`config.mk`:
```
export PLATFORM = sky130hd
export DESIGN_NAME = supply_supervisor_watchdog
export DESIGN_NICKNAME = d
export VERILOG_FILES = /design/src/sync3.v /design/src/supply_supervisor_watchdog.v
export VERILOG_INCLUDE_DIRS = /design/src /design/src/src
export SDC_FILE = /design/constraint.sdc
export NUM_CORES = 1
export LEC_CHECK = 0
export ABC_AREA = 1
export BUFFER_PORTS_ARGS = -buffer_cell sky130_fd_sc_hd__buf_2
export CORE_MARGIN = 2
export CORE_UTILIZATION = 42
export DETAILED_ROUTE_END_ITERATION = 10
export SLEW_MARGIN = 20
export SYNTH_ARGS = -nofsm -noshare
export SYNTH_HDL_FRONTEND = slang
export SYNTH_SLANG_ARGS = --single-unit
```
`constraint.sdc`:
```
create_clock -name clk -period 6.63 [get_ports clk]
set_input_delay 1.6575 -clock clk [delete_from_list [all_inputs] [get_ports clk]]
set_output_delay 1.6575 -clock clk [all_outputs]
set_load 0.02 [all_outputs]
```
`src/supervisor_consts.vh`:
```
// Purpose: constants for the supply supervisor and watchdog
// Assumes: counts are in ticks of the selected timing source
// Notes:   internal tick rate is a divider of clk
`ifndef SUPERVISOR_CONSTS_VH
`define SUPERVISOR_CONSTS_VH

// External clock periods, in timing ticks
`define EXT_FIRST_TICKS   16'd20480
`define EXT_OTHER_TICKS   16'd5120
`define EXT_RESET_TICKS   16'd641
// Internal oscillator periods, in internal ticks of 1 ms
`define INT_TICK_NS       1000000
`define INT_FIRST_MS      16'd2700
`define INT_SHORT_MS      16'd170
`define INT_RESET_MS      16'd85
// Least reset stretch after power-up
`define RESET_MIN_MS      16'd50
`define CLK_PERIOD_NS     10
`define INT_TICK_CYCLES   (`INT_TICK_NS / `CLK_PERIOD_NS)
// Open-strobe detection: cycles without a defined level
`define FLOAT_CYCLES      16'd255
`define TICK_DIV_W        17
`define CNT_W             16

`endif

```
`src/sync3.v`:
```
// Purpose: three-stage synchroniser with agreement filter
// Assumes: d is asynchronous to clk
// Notes:   q changes only when stages two and three agree
`timescale 1ns/100ps
`default_nettype none
module sync3 #(
    parameter RST_VAL = 1'b1
) (
    input  wire clk,
    input  wire rst,
    input  wire d,
    output reg  q
);
    reg s1_ff;
    reg s2_ff;
    reg s3_ff;

    always @(posedge clk) begin
        if (rst) begin
            s1_ff <= RST_VAL;
            s2_ff <= RST_VAL;
            s3_ff <= RST_VAL;
            q     <= RST_VAL;
        end else begin
            s1_ff <= d;
            s2_ff <= s1_ff;
            s3_ff <= s2_ff;
            if (s2_ff == s3_ff) begin
                q <= s3_ff;
            end
        end
    end
endmodule
`default_nettype wire

```
`src/supply_supervisor_watchdog.v`:
```
// Purpose: supply supervisor with reset stretch and strobe watchdog
// Assumes: comparators are outside; their results arrive as pins
// Notes:   strobe_open flags an undriven strobe pin (pad sense)
`timescale 1ns/100ps
`default_nettype none
`include "supervisor_consts.vh"
module supply_supervisor_watchdog (
    input  wire clk,
    input  wire rst,
    input  wire supply_trip_std,
    input  wire supply_trip_tight,
    input  wire tight_option,
    input  wire watchdog_kick_n,
    input  wire strobe_open,
    input  wire timing_source_in,
    input  wire timing_source_select,
    output reg  supply_below_threshold_n,
    output reg  power_fail_out,
    output reg  reset_out,
    output reg  reset_out_n,
    output reg  watchdog_expired_n
);
    localparam ST_RESET = 2'd0;
    localparam ST_RUN   = 2'd1;
    // Bite state lasts one cycle to mark a watchdog-forced reset
    localparam ST_BITE  = 2'd2;

    wire trip_std_s;
    wire trip_tight_s;
    wire kick_s;
    wire open_s;
    wire osc_in_s;
    wire osc_sel_s;

    // Trip pins start as supply low, so outputs stay safe until seen
    sync3 #(.RST_VAL(1'b1)) u_trip_std (
        .clk (clk),
        .rst (rst),
        .d   (supply_trip_std),
        .q   (trip_std_s)
    );

    sync3 #(.RST_VAL(1'b1)) u_trip_tight (
        .clk (clk),
        .rst (rst),
        .d   (supply_trip_tight),
        .q   (trip_tight_s)
    );

    sync3 #(.RST_VAL(1'b1)) u_kick (
        .clk (clk),
        .rst (rst),
        .d   (watchdog_kick_n),
        .q   (kick_s)
    );

    sync3 #(.RST_VAL(1'b1)) u_open (
        .clk (clk),
        .rst (rst),
        .d   (strobe_open),
        .q   (open_s)
    );

    sync3 #(.RST_VAL(1'b0)) u_osc_in (
        .clk (clk),
        .rst (rst),
        .d   (timing_source_in),
        .q   (osc_in_s)
    );

    sync3 #(.RST_VAL(1'b1)) u_osc_sel (
        .clk (clk),
        .rst (rst),
        .d   (timing_source_select),
        .q   (osc_sel_s)
    );

    reg [`TICK_DIV_W-1:0] div_ff;
    reg                   int_tick_ff;
    reg                   osc_prev_ff;
    reg                   kick_prev_ff;
    reg [1:0]             state_ff;
    reg [`CNT_W-1:0]      cnt_ff;
    // Long first timeout until the first kick or bite
    reg                   first_ff;
    reg                   power_up_ff;

    // Trip selects by tolerance option; both share downstream logic
    wire supply_low = tight_option ? trip_tight_s : trip_std_s;

    // Internal oscillator: one-cycle enable every 1 ms
    // Divider width covers one tick of clk cycles
    always @(posedge clk) begin
        if (rst) begin
            div_ff      <= {`TICK_DIV_W{1'b0}};
            int_tick_ff <= 1'b0;
        end else if (div_ff == `INT_TICK_CYCLES - 1) begin
            div_ff      <= {`TICK_DIV_W{1'b0}};
            int_tick_ff <= 1'b1;
        end else begin
            div_ff      <= div_ff + 1'b1;
            int_tick_ff <= 1'b0;
        end
    end

    // Edge history for the external source
    always @(posedge clk) begin
        if (rst) begin
            osc_prev_ff <= 1'b0;
        end else begin
            osc_prev_ff <= osc_in_s;
        end
    end

    // Idle-high start so leaving reset never looks like a kick
    always @(posedge clk) begin
        if (rst) begin
            kick_prev_ff <= 1'b1;
        end else begin
            kick_prev_ff <= kick_s;
        end
    end

    // Select low: external clock rising edges; high: internal ticks
    wire ext_mode = ~osc_sel_s;
    wire tick     = ext_mode ? (osc_in_s & ~osc_prev_ff) : int_tick_ff;
    wire kick     = kick_prev_ff & ~kick_s & ~open_s;

    // Period lengths for the selected timing source
    reg [`CNT_W-1:0] reset_len;
    reg [`CNT_W-1:0] wd_len;
    always @* begin
        if (ext_mode) begin
            reset_len = `EXT_RESET_TICKS;
        end else begin
            // Internal stretch must also cover the power-up minimum
            reset_len = `INT_RESET_MS;
        end
    end

    // Long internal timeout while the source pin is held high
    always @* begin
        if (ext_mode) begin
            wd_len = first_ff ? `EXT_FIRST_TICKS : `EXT_OTHER_TICKS;
        end else if (first_ff || osc_in_s) begin
            wd_len = `INT_FIRST_MS;
        end else begin
            wd_len = `INT_SHORT_MS;
        end
    end

    // Next-state terms, registered below
    reg [1:0]        nxt_state;
    reg [`CNT_W-1:0] nxt_cnt;
    reg              nxt_first;
    reg              nxt_wds_n;
    reg              nxt_power_up;
    always @* begin
        nxt_state    = state_ff;
        nxt_cnt      = cnt_ff;
        nxt_first    = first_ff;
        nxt_wds_n    = watchdog_expired_n;
        nxt_power_up = power_up_ff;
        // Release first; low supply further down overrides it
        if (kick || open_s) begin
            nxt_wds_n = 1'b1;
        end
        case (state_ff)
            ST_RESET: begin
                if (supply_low) begin
                    nxt_cnt      = {`CNT_W{1'b0}};
                    nxt_power_up = 1'b1;
                    nxt_first    = 1'b1;
                end else if (tick) begin
                    if (cnt_ff >= reset_len - 1'b1 &&
                        (!power_up_ff || ext_mode || cnt_ff >= `RESET_MIN_MS - 1'b1)) begin
                        nxt_state    = ST_RUN;
                        nxt_cnt      = {`CNT_W{1'b0}};
                        nxt_power_up = 1'b0;
                    end else begin
                        nxt_cnt = cnt_ff + 1'b1;
                    end
                end
            end
            ST_RUN: begin
                // Supply loss outranks kicks and ticks
                if (supply_low) begin
                    nxt_state = ST_RESET;
                    nxt_cnt   = {`CNT_W{1'b0}};
                    nxt_first = 1'b1;
                end else if (open_s) begin
                    nxt_cnt = {`CNT_W{1'b0}};
                end else if (kick) begin
                    nxt_cnt   = {`CNT_W{1'b0}};
                    nxt_first = 1'b0;
                end else if (tick) begin
                    if (cnt_ff >= wd_len - 1'b1) begin
                        nxt_state = ST_BITE;
                        nxt_cnt   = {`CNT_W{1'b0}};
                        nxt_wds_n = 1'b0;
                    end else begin
                        nxt_cnt = cnt_ff + 1'b1;
                    end
                end
            end
            ST_BITE: begin
                // Watchdog-forced reset; later periods use the short timeout
                // Count was already cleared on the bite tick
                nxt_state = ST_RESET;
                nxt_first = 1'b0;
            end
            default: begin
                nxt_state = ST_RESET;
                nxt_cnt   = {`CNT_W{1'b0}};
            end
        endcase
        if (supply_low) begin
            nxt_wds_n = 1'b0;
        end
    end

    always @(posedge clk) begin
        if (rst) begin
            state_ff <= ST_RESET;
            cnt_ff   <= {`CNT_W{1'b0}};
        end else begin
            state_ff <= nxt_state;
            cnt_ff   <= nxt_cnt;
        end
    end

    // Both flags start set: a fresh start gets the long first period
    always @(posedge clk) begin
        if (rst) begin
            first_ff    <= 1'b1;
            power_up_ff <= 1'b1;
        end else begin
            first_ff    <= nxt_first;
            power_up_ff <= nxt_power_up;
        end
    end

    // Reset outputs follow the next state so they move with it
    wire nxt_reset = (nxt_state != ST_RUN);

    // Threshold flag follows supply with no stretch
    always @(posedge clk) begin
        if (rst) begin
            supply_below_threshold_n <= 1'b0;
            power_fail_out           <= 1'b1;
        end else begin
            supply_below_threshold_n <= ~supply_low;
            power_fail_out           <= supply_low;
        end
    end

    // Both polarities from one term, so they can never disagree
    always @(posedge clk) begin
        if (rst) begin
            reset_out   <= 1'b1;
            reset_out_n <= 1'b0;
        end else begin
            reset_out   <= nxt_reset;
            reset_out_n <= ~nxt_reset;
        end
    end

    // Status is latched; only a kick, open strobe or reset releases it
    always @(posedge clk) begin
        if (rst) begin
            watchdog_expired_n <= 1'b1;
        end else begin
            watchdog_expired_n <= nxt_wds_n;
        end
    end
endmodule
`default_nettype wire

```
==> results.ini <==
[logic_synthesis]
ys.flop_type=dfxtp_1
synthDistinctLibCells=41
synthTopCellsByArea=dfxtp_1, nand2_1, ha_1
synth_top_area_share_pct=38.5
yosysWarnings=0
yosysMostFrequentCell=nand2_1
synth_common_cells=nand2_1, dfxtp_1, nor2_1, inv_1, a21oi_1
synthCells=467
yosysSeqAreaShare_pct=38.5
synth_top_area_cell=dfxtp_1
syn_area_um2=3580
postSynthAreaPerCell_um2=7.67
synth_edf_count=0
synthArstFlopShare_pct=0
ys_ff_latch=69

[cts]
cts_made_buffers=9
cts_tree=done
postCtsHoldBufs=0
clock-sinks=69
post-cts-setup-buffers=0
insertion_delay_ns=0.34
clock_path_buffers=2
path_clk_slew_ns=0.08
cts_root_buffer=clkbuf_8
cts_resized=0
cts_max_level=3

[layout]
largest_register_ffs=17
area_growth_pct=9.95
diodes=0
top_register=div_ff
post-route-util_pct=47.7
reg_top3=div_ff: 17 flops, cnt_ff: 16 flops, state_ff: 2 flops
stdcell_area_um2=3940
nets=516
drive_above_1_share_pct=16.3

[timing]
tightest_slew_ns=0.681
rsz0062_at_grt=false
period_needed_ns=2.89
hold_violations=0
max_slew_margin_pct=54.6
setup-violations-final=0
slew_violations=0
max_freq_mhz=346
tns_ns=0
clock_skew_ns=0.0148
fin_crit_sh_pct=43.5

[global_routing]
grt_pass1_vias=2671
grt_max_degree=44
antenna_found_initial=0
grt_overflow_total=0
grt_pass1_wl_mm=11.8
track_usage_pct=16.4

[detailed_routing]
dr.pass1.iters=4
drc=0
routed-via-count=2886
ant_nets=0
post_drt_wl_per_cell_um=11.5
vias_per_cell=4.88
routed_wl_mm=6.81
first_iter_violations=78

[critical_path]
arrival_ns=3.09
cp_max_fo=43
cp-start-kind=input port
endpoint_kind=flop
max_stage_delay_ns=0.53
path_delay_family=buffers and inverters
cp_num_buf_inv=2
cp.required_ns=6.83
worstSetupPathType=input port to flop
crit_path_cell_trace=buf_2 -> inv_1 -> nand2_1 -> nor3b_1
cpMaxStageDelayCell=buf_2

[status]
outcome=complete, no violations

[die]
die_w_um=96.4
rows=33
dieArea_um2=9290
core_um2=8260
pin_count=14
start_util_pct=43.4
die_y_um=96.4

[place]
postPlaceCellArea_um2=3710
dpl.hpwl_mm=4.88
gp_congestion=0.802
port_buffers=13

[power_and_ir_drop]
p_leak_uw=0.00165
ir_drop_mv=0.129
power_density_nw_per_um2=219

[worst_hold_path]
min_path_type=flop to flop

[flow_run]
cap_viol_max_count=0

## final cells by class
cell class | instances | area (um^2)
clock buffer | 9 | 124
sequential | 69 | 1380
tap | 105 | 131
fill | 833 | 4320
multi-input combinational | 339 | 1950
inverter | 49 | 185
clock inverter | 7 | 105
timing repair buffer | 13 | 65.1
## cells in the final DEF, fill, tap and decap left out, types with 7 or more instances in the layout
master / count
a21oi_1: 35
buf_2: 13
clkbuf_8: 9
dfxtp_1: 69
ha_1: 26
inv_1: 45
nand2_1: 99
nand3_1: 17
nand4_1: 7
nor2_1: 51
nor2_2: 10
nor3_1: 8
o21ai_0: 10
or2_2: 19
xor2_1: 13
## per-stage QoR
step	power (uW)	hold slack [ns]	cells	worst slack, ns
6_report	864	0.407	591	3.74
3_3_place_gp	478	0.391	575	3.39
3_5_place_dp	479	0.398	575	3.33
2_1_floorplan	471	0.388	468	3.94
5_1_grt	896	0.423	591	3.54
4_1_cts	874	0.409	591	3.71
## logic make-up after synthesis
group | share of synthesized area [%]
xor gates and xnor gates | 4.15
buffers and inverters | 7.19
and+or+nand+nor | 32.2
AOI/OAI and AO/OA | 8.66
other | 0.210
adders and majority gates | 9.08
DFF | 38.5
## path summary, 6_finish.rpt
check                            from                       to  slack [ns]  depth (start not counted)
max                               rst     div_ff[8]$_SDFF_PP0_        3.74                          4
min           u_open.s1_ff$_SDFF_PP1_  u_open.s2_ff$_SDFF_PP1_        0.41                          1
max reg2reg  u_osc_sel.q$_SDFFE_PP1N_   cnt_ff[7]$_SDFFE_PP0P_        3.77                         10
min reg2reg   u_open.s1_ff$_SDFF_PP1_  u_open.s2_ff$_SDFF_PP1_        0.41                          1
## metal layers
layer  vias up  track usage [%]  share of wire (%)
met5         -                0                  0
met4         0             6.57               0.62
met3         4             3.49                2.4
met2        30             25.9                 45
met1      1325             21.8                 52
li1       1527                -                  -
## power by group
| part | switching, uW | internal, uW |
|---|---|---|
| clock network | 178 | 218 |
| logic | 27.2 | 14.1 |
| registers | 4.70 | 423 |
Note: power is estimated with default switching activity, not from simulation.
